===== src/logic/period_timer_pkg.sv =====
// Package: register map, field layout and reset values of the period timer
package period_timer_pkg;

  // ==========================================================================
  // Register offsets (byte addresses)
  localparam logic [11:0] COUNT_OFFSET = 12'h000;
  localparam logic [11:0] PERIOD_OFFSET = 12'h004;
  localparam logic [11:0] CONTROL_OFFSET = 12'h008;
  localparam logic [11:0] IRQ_OFFSET = 12'h00c;
  localparam logic [11:0] SYS_OFFSET = 12'h010;

  // ==========================================================================
  // Field positions
  localparam int CKPS_LSB = 0;
  localparam int TIMER_ON_BIT = 2;
  localparam int OUTPS_LSB = 3;
  localparam int IRQ_FLAG_BIT = 0;
  localparam int IRQ_ENABLE_BIT = 1;
  localparam int SYS_SLEEP_BIT = 0;
  localparam int SYS_SPI_SEL_BIT = 1;

  // ==========================================================================
  // Reset values, and the divider value that marks an instruction tick
  localparam logic [7:0] COUNT_RESET = 8'h00;
  localparam logic [7:0] PERIOD_RESET = 8'hff;
  localparam logic [7:0] CONTROL_RESET = 8'h00;
  localparam logic [1:0] FOSC_DIV = 2'h3;

  // ==========================================================================
  // Control register layout
  typedef struct packed {
    logic unused;
    logic [3:0] output_postscale_select;
    logic timer_on;
    logic [1:0] clock_prescale_select;
  } timer_control_s;

  // Timer outputs towards the consumers
  typedef struct packed {
    logic match_pulse;
    logic spi_shift_clock;
    logic irq;
  } timer_out_s;

endpackage


===== src/logic/eight_bit_period_timer.sv =====
// Eight-bit period timer with prescaler, period comparator and postscaler, APB slave
`timescale 1ns/1ns
module eight_bit_period_timer (
  // APB clock and reset
  input wire logic pclk,
  input wire logic presetn,
  // APB slave
  input wire logic psel,
  input wire logic penable,
  input wire logic pwrite,
  input wire logic [11:0] paddr,
  input wire logic [31:0] pwdata,
  input wire logic [3:0] pstrb,
  output logic [31:0] prdata,
  output logic pready,
  output logic pslverr,
  // Timer outputs
  output period_timer_pkg::timer_out_s tmr_out
);
  import period_timer_pkg::*;

  // ==========================================================================
  // Bus decode
  wire logic wr_en = psel & penable & pwrite & pstrb[0];
  wire logic hit_count = (paddr == COUNT_OFFSET);
  wire logic hit_period = (paddr == PERIOD_OFFSET);
  wire logic hit_control = (paddr == CONTROL_OFFSET);
  wire logic hit_irq = (paddr == IRQ_OFFSET);
  wire logic hit_sys = (paddr == SYS_OFFSET);
  wire logic hit_any = hit_count | hit_period | hit_control | hit_irq | hit_sys;
  wire logic wr_count = wr_en & hit_count;
  wire logic wr_period = wr_en & hit_period;
  wire logic wr_control = wr_en & hit_control;
  wire logic wr_irq = wr_en & hit_irq;
  wire logic wr_sys = wr_en & hit_sys;

  assign pready = 1'b1;
  // Unmapped addresses answer with an error so a stray access is visible
  assign pslverr = psel & penable & ~hit_any;

  // ==========================================================================
  // Registers
  logic [7:0] count_value_ff;
  logic [7:0] period_value_ff;
  timer_control_s timer_control_ff;
  logic match_irq_flag_ff;
  logic match_irq_enable_ff;
  logic sleep_ff;
  logic spi_sel_ff;
  logic [1:0] fosc_div_ff;
  logic [5:0] presc_ff;
  logic [3:0] postsc_ff;
  logic match_ff;
  logic [31:0] prdata_ff;

  // ==========================================================================
  // Tick generation
  wire logic running = timer_control_ff.timer_on & ~sleep_ff;
  wire logic instr_tick = (fosc_div_ff == FOSC_DIV);
  logic [5:0] presc_last;
  always_comb begin
    unique case (timer_control_ff.clock_prescale_select)
      2'h0: presc_last = 6'h00;
      2'h1: presc_last = 6'h03;
      2'h2: presc_last = 6'h0f;
      2'h3: presc_last = 6'h3f;
    endcase
  end
  wire logic scaler_clr = wr_count | wr_control;
  wire logic timer_tick = running & instr_tick & (presc_ff == presc_last);
  wire logic match_now = timer_tick & (count_value_ff == period_value_ff);
  wire logic post_done = match_now &
    (postsc_ff == timer_control_ff.output_postscale_select);

  // ==========================================================================
  // Next values
  wire logic [1:0] nxt_fosc_div = running ? fosc_div_ff + 2'h1 : fosc_div_ff;
  wire logic [5:0] nxt_presc = scaler_clr ? 6'h00 :
    (running & instr_tick) ? ((presc_ff == presc_last) ? 6'h00 : presc_ff + 6'h01) :
    presc_ff;
  wire logic [3:0] nxt_postsc = scaler_clr ? 4'h0 :
    post_done ? 4'h0 : match_now ? postsc_ff + 4'h1 : postsc_ff;
  wire logic [7:0] nxt_count = wr_count ? pwdata[7:0] :
    match_now ? 8'h00 : timer_tick ? count_value_ff + 8'h01 : count_value_ff;
  wire logic [7:0] nxt_period = wr_period ? pwdata[7:0] : period_value_ff;
  wire timer_control_s nxt_control = wr_control ?
    timer_control_s'({1'b0, pwdata[6:0]}) : timer_control_ff;
  // Hardware set wins over a software clear in the same cycle
  wire logic nxt_flag = post_done |
    (wr_irq ? pwdata[IRQ_FLAG_BIT] : match_irq_flag_ff);
  wire logic nxt_enable = wr_irq ? pwdata[IRQ_ENABLE_BIT] : match_irq_enable_ff;
  wire logic nxt_sleep = wr_sys ? pwdata[SYS_SLEEP_BIT] : sleep_ff;
  wire logic nxt_spi_sel = wr_sys ? pwdata[SYS_SPI_SEL_BIT] : spi_sel_ff;

  logic [31:0] nxt_prdata;
  always_comb begin
    nxt_prdata = 32'h0;
    if (hit_count) begin
      nxt_prdata[7:0] = count_value_ff;
    end else if (hit_period) begin
      nxt_prdata[7:0] = period_value_ff;
    end else if (hit_control) begin
      nxt_prdata[7:0] = timer_control_ff;
    end else if (hit_irq) begin
      nxt_prdata[IRQ_FLAG_BIT] = match_irq_flag_ff;
      nxt_prdata[IRQ_ENABLE_BIT] = match_irq_enable_ff;
    end else if (hit_sys) begin
      nxt_prdata[SYS_SLEEP_BIT] = sleep_ff;
      nxt_prdata[SYS_SPI_SEL_BIT] = spi_sel_ff;
    end
  end
  // Read data captured in the setup cycle so it is a flop in the access phase
  wire logic [31:0] nxt_prdata_hold = (psel & ~penable & ~pwrite) ? nxt_prdata : prdata_ff;

  // ==========================================================================
  // State
  always_ff @(posedge pclk or negedge presetn) begin
    if (!presetn) begin
      count_value_ff <= COUNT_RESET;
      period_value_ff <= PERIOD_RESET;
      timer_control_ff <= CONTROL_RESET;
      presc_ff <= 6'h00;
      postsc_ff <= 4'h0;
      fosc_div_ff <= 2'h0;
      match_irq_flag_ff <= 1'b0;
      match_irq_enable_ff <= 1'b0;
      sleep_ff <= 1'b0;
      spi_sel_ff <= 1'b0;
      match_ff <= 1'b0;
      prdata_ff <= 32'h0;
    end else begin
      count_value_ff <= nxt_count;
      period_value_ff <= nxt_period;
      timer_control_ff <= nxt_control;
      presc_ff <= nxt_presc;
      postsc_ff <= nxt_postsc;
      fosc_div_ff <= nxt_fosc_div;
      match_irq_flag_ff <= nxt_flag;
      match_irq_enable_ff <= nxt_enable;
      sleep_ff <= nxt_sleep;
      spi_sel_ff <= nxt_spi_sel;
      match_ff <= match_now;
      prdata_ff <= nxt_prdata_hold;
    end
  end

  // ==========================================================================
  // Outputs
  assign prdata = prdata_ff;
  assign tmr_out.match_pulse = match_ff;
  assign tmr_out.spi_shift_clock = spi_sel_ff & match_ff;
  assign tmr_out.irq = match_irq_flag_ff & match_irq_enable_ff;

endmodule


===== config.mk =====
export PLATFORM = sky130hd
export DESIGN_NAME = eight_bit_period_timer
export DESIGN_NICKNAME = d
export VERILOG_FILES = /design/src/logic/period_timer_pkg.sv /design/src/logic/eight_bit_period_timer.sv
export SDC_FILE = /design/constraint.sdc
export NUM_CORES = 1
export LEC_CHECK = 0
export BUFFER_PORTS_ARGS = -buffer_cell sky130_fd_sc_hd__buf_2
export CAP_MARGIN = 20
export CORE_MARGIN = 2
export CORE_UTILIZATION = 47
export CTS_CLUSTER_SIZE = 12
export DETAILED_ROUTE_END_ITERATION = 8
export PLACE_DENSITY = 0.79
export SYNTH_ARGS = -nofsm -noshare
export SYNTH_HDL_FRONTEND = slang
export SYNTH_SLANG_ARGS = --single-unit

===== constraint.sdc =====
create_clock -name pclk -period 2.1 [get_ports pclk]
set_input_delay 0.315 -clock pclk [delete_from_list [all_inputs] [get_ports pclk]]
set_output_delay 0.315 -clock pclk [all_outputs]
set_load 0.05 [all_outputs]

==> results of run 1 <==
routing by layer:
metal  track usage [%]  share of wire [%]  wire length (um)  up-vias
met4              3.58               0.73                47        0
li1                  -                  -                 -     1153
met2              32.0                 49              3150       68
met1              25.5                 45              2910     1152
met5                 0                  0                 0        -
met3              3.98                4.9               312        6
cell families (layout without fill, tap and decap cells):
family	count (synthesis)	count (layout)
other	2	25
and+or+nand+nor	105	105
xor gates and xnor gates	15	15
DFF	48	48
muxes	21	21
buffers and inverters	40	74
adders and majority gates	4	4
AOI/OAI and AO/OA	62	62
state kept, by name, summed over array words and instances (netlist names), 2 cells and up:
register / count
count_value_ff: 8
period_value_ff: 8
prdata: 8
timer_control_ff: 7
presc_ff: 6
postsc_ff: 4
fosc_div_ff: 2
cell type report:
type / count / area [um2] / area share [%]
Tap cell: 75 / 93.8 / 2.78
Clock inverter: 1 / 7.51 / 0.222
Multi-Input combinational cell: 232 / 1580 / 46.7
Sequential cell: 48 / 1210 / 35.9
Clock buffer: 7 / 86.3 / 2.56
Timing Repair Buffer: 62 / 385 / 11.4
Inverter: 4 / 15.0 / 0.445
placed cells by master, fill, tap and decap left out, types with 6 or more instances in the layout:
| master | n |
|---|---|
| o21ai_0 | 17 |
| nor3_1 | 7 |
| a21oi_1 | 13 |
| and2_1 | 6 |
| nand4_1 | 6 |
| xor2_1 | 10 |
| dfrtp_1 | 40 |
| buf_4 | 24 |
| clkbuf_8 | 6 |
| mux2_2 | 19 |
| nand3_1 | 7 |
| conb_1 | 25 |
| dfstp_2 | 8 |
| nand2_1 | 26 |
| buf_2 | 37 |
| a31oi_1 | 10 |
| nor2_1 | 19 |
power breakdown:
part	internal [W]	leakage, nW	switching [W]
sequential	0.000926	0.542	0.00000116
combinational	0.0000310	0.944	0.000155
clock	0.000268	0.0445	0.000311
total	0.00122	1.53	0.000468
through the flow:
stage          util (%)  setup slack, ns  total power [W]  TNS (ns)  hold WS, ns
2_1_floorplan         -          -0.0431          0.00111   -0.0862       0.0194
3_3_place_gp       54.5          -0.0450          0.00113    -0.149        0.449
3_5_place_dp       54.5           -0.123          0.00113    -0.437        0.449
4_1_cts            56.2           0.0557          0.00170         0        0.121
5_1_grt            56.7          0.00537          0.00177         0        0.144
6_report           56.7            0.161          0.00169         0        0.101
path summary, 6_finish.rpt:
check	from	to
max in group asynchronous	presetn	count_value_ff[0]
worst min register to register	prdata[0]	prdata[0]
min in group pclk	pwdata[7]	period_value_ff[7]
worst max-delay path	period_value_ff[3]	count_value_ff[6]
worst min-delay path	presetn	count_value_ff[6]
worst max register to register	period_value_ff[3]	count_value_ff[6]
timing repair:
item / in CTS / in global routing
pin swaps: 0 / 1
endpoints found under the setup margin: 1 / 6
setup buffers: 0 / 1
cloned: 0 / 0
gates resized for setup: 1 / 4
==> impl_metrics.csv, run 1 <==
group,metric,value,unit
global_route,first_global_vias,2263,
floorplan,row_count,28,
clocking,cts_made_buffers,5,
clocking,cts_sinks,48,
finish,antennaDiodeCount,0,
synth,synthAdderAreaFrac,1.71,%
placed_design,dpl.hpwl,4790,um
placed_design,gp_congestion,0.796,
floorplan,die_area,6870,um2
clocking,clk_pin_slew,0.09,ns
clocking,holdBufCountCts,0,
routing,ant_nets,0,
finish,final_area,3380,um2
finish,nFillCells,530,
floorplan,pin_count,90,
setup_path,rrSetupSlack,0.16,ns
floorplan,coreArea,5960,um2
setup_path,start_kind,"flop",
finish,nNetsFinal,410,
routing,drtIter0Drc,158,
routing,post_drt_via_cell_ratio,5.55,
placed_design,portBuffers,37,
setup_path,arrival,2.17,ns
sta,clock.fmax,516,MHz
finish,instances_no_fill,429,
synth,synthMuxAreaShare,8.00,%
synth,yosysWarnings,0,
synth,yosys.area.top_type,"dfrtp_1",
pwr,p_per_area,501,nW/um2
hold_path,worstHoldPathType,"input port to asynchronous set/reset pin",
routing,wl,6420,um
floorplan,initial_core_util,49.1,%
synth,synth_xor_area_share,4.49,%
placed_design,placedCellCount,420,
setup_path,worstPathMaxFanout,6,
clocking,h-tree-depth,2,
global_route,grt_pass1_wl,10800,um
synth,synth_cell_type_count,51,
routing,wire_per_inst,15.0,um
setup_path,critPathBufInv,0,
setup_path,max_stage_delay,0.57,ns
global_route,antenna_found_initial,0,
clocking,clk_latency,0.30,ns
routing,drc,0,
synth,synth_common_cells,"dfrtp_1, buf_4, nand2_1",
synth,ys_ff_latch,48,
run_status,outcome,"complete, no violations",
sta,hold_viol_final,0,
sta,tightest_slew,0.605,ns
global_route,grt_use_total,19.0,%
sta,fin_crit_sh,92.3,%
sta,slew_headroom,59.7,%
pwr,ir_drop,0.000275,V
synth,ys_seq_area_share,41.4,%
routing,via_count,2379,
clocking,ctsRootBufferMaster,"clkbuf_8",
setup_path,worstSetupPathType,"flop to flop",
flow_run,drv_cap,0,
sta,fin_skew,0.00868,ns
setup_path,crit_family,"simple AND/OR/NAND/NOR gates",
synth,syn_area,2920,um2
synth,synth_top_family_by_area,"simple AND/OR/NAND/NOR gates",
sta,maxSlewViolCount,0,
synth,synthCells,297,
setup_path,cp_cell_sequence,"xor2_1 -> nor4_4 -> and2_1 -> or4_1 -> a31oi_1",
setup_path,required,2.33,ns
clocking,clk_path_buf_depth,2,
synth,synth_edf_count,0,
sta,min_period,1.94,ns
synth,ys.flop_type,"dfrtp_1",
setup_path,cp.depth,5,
sta,finalSetupViolCount,0,
synth,synthSimpleGateAreaFrac,21.6,%
setup_path,cp_slowest_cell,"dfstp_2",
synth,synth_compound_area_share,13.8,%
clocking,cts_tree,"yes",
synth,yosys.area.top_type_share,34.2,%
global_route,grt_max_degree,49,
setup_path,worstSetupEndpointType,"flop",
floorplan,die_height,82.9,um
finish,area_growth,15.4,%
sta,rsz0062_at_grt,"no",
synth,postSynthAreaPerCell,9.85,um2
global_route,grt-ovfl-total,0,
finish,final_layout_size_suffix_gt1_share,30.8,%
synth,synth_area_leaders,"dfrtp_1, mux2_2, dfstp_2",
routing,drt_first_pass_iters,5,
setup_path,r2r_cells,5,
synth,async_flop_share,100,%
placed_design,place_area,3250,um2
pwr,cellLeakagePower,1.53,nW
floorplan,die_w,82.9,um
synth,post-synth-top-count-cell,"dfrtp_1",
(Power assumes the default switching activity.)
==> run 2: changes to the inputs <==
--- a/config.mk
+++ b/config.mk
@@ -5,10 +5,11 @@
 export SDC_FILE = /design/constraint.sdc
 export NUM_CORES = 1
 export LEC_CHECK = 0
+export ABC_AREA = 1
 export BUFFER_PORTS_ARGS = -buffer_cell sky130_fd_sc_hd__buf_2
 export CAP_MARGIN = 20
 export CORE_MARGIN = 2
-export CORE_UTILIZATION = 47
+export CORE_UTILIZATION = 48
 export CTS_CLUSTER_SIZE = 12
 export DETAILED_ROUTE_END_ITERATION = 8
 export PLACE_DENSITY = 0.79
==> run 2 against run 1 <==
Compared with the run above: sequential share of layout area fell by 1.6 points; register-to-register slack improved by 0.27 ns; final cell count grew 30%; critical path depth increased by 3; sequential cell count is the same; sequential power up 0.4%; clock power up 16%; via count grew 17%; synthesized cell count up 48%; synthesized area is 12% higher.
==> impl_metrics.csv, run 2 <==
group,metric,value,unit
pwr,p_per_area,515,nW/um2
global_route,grt_use_total,20.6,%
synth,post-synth-top-count-cell,"nand2_1",
routing,post_drt_via_cell_ratio,4.96,
clocking,clk_latency,0.31,ns
clocking,cts-resized-gates,0,
floorplan,die_height,86.7,um
synth,async_flop_share,100,%
sta,tns,0,ns
placed_design,dpl.hpwl,5450,um
sta,min_period,1.67,ns
routing,drc,0,
finish,final_layout_size_suffix_gt1_share,19.4,%
clocking,cts_made_buffers,5,
placed_design,gp_congestion,0.866,
synth,synth_cell_type_count,35,
clocking,ctsRootBufferMaster,"clkbuf_8",
placed_design,place_area,3430,um2
synth,ys.flop_type,"dfrtp_1",
global_route,grt_pass1_wl,12200,um
floorplan,initial_core_util,48.9,%
synth,synth_common_cells,"nand2_1, inv_1, dfrtp_1",
floorplan,die_w,86.7,um
sta,clock.fmax,599,MHz
pwr,cellLeakagePower,1.92,nW
run_status,outcome,"complete, no violations",
synth,ys_ff_latch,48,
sta,slew_headroom,58.6,%
setup_path,required,2.29,ns
clocking,cts_sinks,48,
finish,area_growth,7.62,%
sta,fin_skew,0.00943,ns
global_route,grt-ovfl-total,0,
setup_path,worstPathMaxFanout,9,
routing,wl,7090,um
routing,via_count,2774,
synth,synth_area_leaders,"dfrtp_1, nand2_1, dfstp_2",
synth,yosysWarnings,0,
setup_path,start_kind,"flop",
setup_path,arrival,1.86,ns
finish,final_area,3530,um2
setup_path,cp_slowest_cell,"dfrtp_1",
global_route,first_global_vias,2664,
setup_path,critPathBufInv,2,
synth,synthCells,440,
synth,syn_area,3280,um2
synth,yosys.area.top_type_share,30.5,%
flow_run,drv_cap,0,
finish,nNetsFinal,535,
routing,wire_per_inst,12.7,um
clocking,h-tree-depth,2,
global_route,antenna_found_initial,0,
clocking,holdBufCountCts,0,
placed_design,portBuffers,37,
clocking,clk_path_buf_depth,2,
synth,postSynthAreaPerCell,7.46,um2
synth,yosys.area.top_type,"dfrtp_1",
global_route,grt_max_degree,49,
finish,antennaDiodeCount,0,
synth,ys_seq_area_share,36.9,%
setup_path,cp_cell_sequence,"ha_1 -> inv_1 -> nor2_4 -> inv_1 -> nor2_4 -> nand2_1 -> nand3_1 -> nand3_1",
setup_path,worstSetupEndpointType,"flop",
pwr,ir_drop,0.000383,V
setup_path,max_stage_delay,0.39,ns
floorplan,pin_count,90,
routing,drtIter0Drc,173,
floorplan,row_count,30,
clocking,clk_pin_slew,0.09,ns
sta,fin_crit_sh,79.5,%
setup_path,crit_family,"simple AND/OR/NAND/NOR gates",
sta,hold_viol_final,0,
setup_path,worstSetupPathType,"flop to flop",
clocking,post_cts_buffers,0,
floorplan,coreArea,6720,um2
routing,drt_first_pass_iters,4,
sta,finalSetupViolCount,0,
synth,synth_edf_count,0,
sta,maxSlewViolCount,0,
routing,ant_nets,0,
finish,layout_common_cells,"nand2_1, inv_1, dfrtp_1",
floorplan,die_area,7520,um2
sta,rsz0062_at_grt,"no",
sta,tightest_slew,0.620,ns
finish,mostFrequentLayoutCell,"nand2_1",
finish,nFillCells,641,
clocking,cts_tree,"yes",
hold_path,worstHoldPathType,"input port to asynchronous set/reset pin",
-- run 2: cell types whose count changed in the layout (fill, tap and decap cells not counted), sizes merged, moves of 9 or more --
cell   before  now
mux2       19    1
nand3       7   26
a31oi      10    1
nor2       19   46
buf        62   38
o21ai      17   28
nand2      26  145
inv         4   59
nand4       6   15
-- run 2: cells by family (layout without fill, tap and decap cells) --
kind of cell	after synthesis	count (layout)	synth area share, %
AO/OA/AOI/OAI	42	42	7.01
buffers and inverters	90	106	14.1
AND/OR/NAND/NOR	238	238	35.9
multiplexers	1	1	0.343
flip-flops	48	48	36.9
XOR/XNOR	15	15	4.00
other	2	25	0.229
adder cells (fa/ha/maj)	4	4	1.52
-- run 2: where the power goes --
part / internal, W / switching [W] / total (W)
combinational: 0.0000331 / 0.000181 / 0.000214
sequential: 0.000928 / 0.00000249 / 0.000931
clock: 0.000354 / 0.000319 / 0.000673
-- run 2: path summary, 6_finish.rpt --
kind | from | end | slack [ns] | cells past startpoint
min in group pclk | pwdata[1] | count_value_ff[1] | 0.25 | 3
min reg2reg | prdata[6] | prdata[6] | 0.48 | 2
max | fosc_div_ff[0] | count_value_ff[2] | 0.43 | 8
min | presetn | fosc_div_ff[0] | 0.1 | 2
max reg2reg | fosc_div_ff[0] | count_value_ff[2] | 0.43 | 8
max in group asynchronous | presetn | count_value_ff[4] | 1.57 | 2
-- run 2: per-layer routing --
layer / GRT usage (%) / up-vias / wire length (um)
met5: 0 / - / 0
met3: 3.43 / 11 / 304
met1: 26.8 / 1295 / 3170
met4: 6.68 / 0 / 123
li1: - / 1406 / -
met2: 34.8 / 62 / 3490
-- run 2: cell type report --
cell class                      count  area, um2  area share, %
Clock buffer                        6       72.6           2.05
Clock inverter                      2       35.0          0.992
Inverter                           60        225           6.37
Multi-Input combinational cell    325       1700           48.0
Sequential cell                    48       1210           34.3
Tap cell                           80        100           2.83
Timing Repair Buffer               38        193           5.45
-- run 2: per-stage QoR --
step	instances	hold slack, ns	power (W)	setup WS [ns]	utilization, %
floorplan	463	0.0194	0.00114	0.0198	-
global placement	551	0.448	0.00116	0.391	51.0
detailed placement	551	0.459	0.00116	0.370	51.0
CTS	559	0.127	0.00184	0.423	52.6
global route	559	0.135	0.00189	0.293	52.6
finish	559	0.0957	0.00182	0.430	52.6
==> run 3: changes to the inputs <==
==> constraint.sdc (replaced) <==
create_clock -name pclk -period 1.35 [get_ports pclk]
set_input_delay 0.2025 -clock pclk [delete_from_list [all_inputs] [get_ports pclk]]
set_output_delay 0.2025 -clock pclk [all_outputs]
set_load 0.05 [all_outputs]
==> run 3 against run 2 <==
Compared with the run above: the flow now finishes with violations (negative setup slack); utilization up 12 points; sequential cell count unchanged; first-iteration DRC count up 43%; largest power group unchanged; highest routed layer unchanged; critical endpoint is now count_value_ff[0]; sequential power up 56%.
==> impl_metrics.csv, run 3 (same netlist as run 2, synthesis figures left out) <==
group,metric,value,unit
setup_path,rrSetupSlack,-0.21,ns
placed_design,dpl.hpwl,6070,um
global_route,grt-ovfl-total,0,
floorplan,coreArea,6720,um2
floorplan,pin_count,90,
setup_path,r2r_cells,9,
floorplan,die_w,86.7,um
setup_path,arrival,1.81,ns
setup_path,r2r-start,"timer_control_ff[1]",
setup_path,endpoint,"count_value_ff[0]",
clocking,clk_pin_slew,0.10,ns
finish,area_growth,31.7,%
routing,drtIter0Drc,248,
global_route,grt_pass1_wl,13100,um
hold_path,worstHoldPathType,"input port to flop",
pwr,cellLeakagePower,2.34,nW
pwr,finalPower,0.00277,W
routing,drt_first_pass_iters,5,
placed_design,portBuffers,37,
floorplan,initial_core_util,48.9,%
setup_path,r2r_end,"count_value_ff[0]",
clocking,cts_sinks,48,
routing,via_count,3187,
finish,antennaDiodeCount,0,
finish,final_layout_size_suffix_gt1_share,36.5,%
finish,layout_common_cells,"nand2_1, buf_4, inv_1",
sta,tns,-2.36,ns
routing,drc,0,
flow_run,drv_cap,0,
global_route,antenna_found_initial,0,
sta,maxSlewViolCount,0,
setup_path,required,1.60,ns
sta,clock.fmax,641,MHz
clocking,cts_made_buffers,5,
sta,finalSetupViolCount,16,
sta,worst_slack,-0.209,ns
routing,post_drt_via_cell_ratio,5.03,
setup_path,cp.depth,9,
clocking,clk_path_buf_depth,2,
routing,wl,8270,um
sta,min_period,1.56,ns
pwr,p_per_area,640,nW/um2
finish,nFillCells,532,
sta,whs,0.135,ns
sta,hold_viol_final,0,
global_route,grt_max_degree,49,
floorplan,die_area,7520,um2
sta,rsz0062_at_grt,"yes",
setup_path,startpoint,"timer_control_ff[1]",
setup_path,cp_cell_sequence,"inv_1 -> nand3_1 -> nand2_2 -> nand3_4 -> nor2_4 -> nand2_2 -> nor2_4 -> nand2_1 -> nand2_1",
setup_path,worstSetupPathType,"flop to flop",
pwr,ir_drop,0.000480,V
run_status,violations,"negative setup slack",
placed_design,gp_congestion,0.887,
setup_path,critPathBufInv,1,
routing,ant_nets,0,
clocking,ctsRootBufferMaster,"clkbuf_8",
clocking,clk_latency,0.31,ns
floorplan,row_count,30,
routing,wire_per_inst,13.1,um
hold_path,worst_hold_startpoint,"pwdata[2]",
finish,mostFrequentLayoutCell,"nand2_1",
setup_path,worstSetupEndpointType,"flop",
clocking,cts_tree,"yes",
setup_path,crit_family,"simple AND/OR/NAND/NOR gates",
clocking,h-tree-depth,2,
run_status,outcome,"complete, but fails checks",
sta,fin_skew,0.00929,ns
finish,nNetsFinal,609,
setup_path,max_stage_delay,0.45,ns
setup_path,worstPathMaxFanout,5,
setup_path,cp_slowest_cell,"dfrtp_2",
global_route,grt_use_total,21.8,%
sta,fin_crit_sh,115,%
floorplan,die_height,86.7,um
setup_path,start_kind,"flop",
global_route,first_global_vias,2896,
run 3: how the worst min path moves through the flow:
| stage | to | slack, ns | cells past startpoint |
|---|---|---|---|
| final | period_value_ff[2] | 0.14 | 3 |
| after floorplan | count_value_ff[0] | -0.09 | 0 |
| after CTS | count_value_ff[1] | 0.13 | 3 |
| after global placement | fosc_div_ff[0] | 0.21 | 2 |
| after detailed placement | fosc_div_ff[0] | 0.21 | 2 |
| after global routing | count_value_ff[1] | 0.14 | 3 |
run 3: worst reg2reg max path: stages (launching register included):
cell and delay [ns]:
dfrtp_2 0.45, inv_1 0.08, nand3_1 0.10, nand2_2 0.13, nand3_4 0.10, nor2_4 0.27, nand2_2 0.10, nor2_4 0.12
nand2_1 0.08, nand2_1 0.08
run 3: per-stage QoR:
stage / util, % / area [um2] / cells / setup slack [ns]
2_1_floorplan: - / 3390 / 463 / -0.0154
3_3_place_gp: 59.1 / 3970 / 616 / -0.131
3_5_place_dp: 59.1 / 3970 / 616 / -0.165
4_1_cts: 62.0 / 4170 / 627 / -0.168
5_1_grt: 64.4 / 4320 / 633 / -0.306
6_report: 64.4 / 4320 / 633 / -0.209
run 3: final cells by class:
class,instances,area (um2),share of cell area [%]
tap,80,100,2.31
inverter,60,228,5.27
clock buffer,7,86.3,2.00
multi-input combinational,325,1860,43.1
sequential,48,1210,28.1
clock inverter,1,7.51,0.174
timing repair buffer,112,825,19.1
run 3: routing by layer:
metal	global-route usage [%]	vias to the layer above	wire, um
met4	8.38	0	224
met2	38.1	135	4190
li1	-	1560	-
met3	2.38	23	446
met1	27.8	1469	3410
met5	0	-	0
run 3: repair_timing:
action | 4_1_cts | 5_1_grt
pin swaps | 16 | 18
setup endpoints to repair | 21 | 21
buffers inserted | 3 | 9
gates resized for setup | 21 | 35
hold buffers | 1 | 0
hold endpoints to repair | 40 | 0
run 3: power by group:
group	switching (W)	internal (W)	total [W]
sequential	0.00000291	0.00144	0.00145
clock	0.000510	0.000418	0.000927
combinational	0.000300	0.0000955	0.000395
total	0.000812	0.00196	0.00277
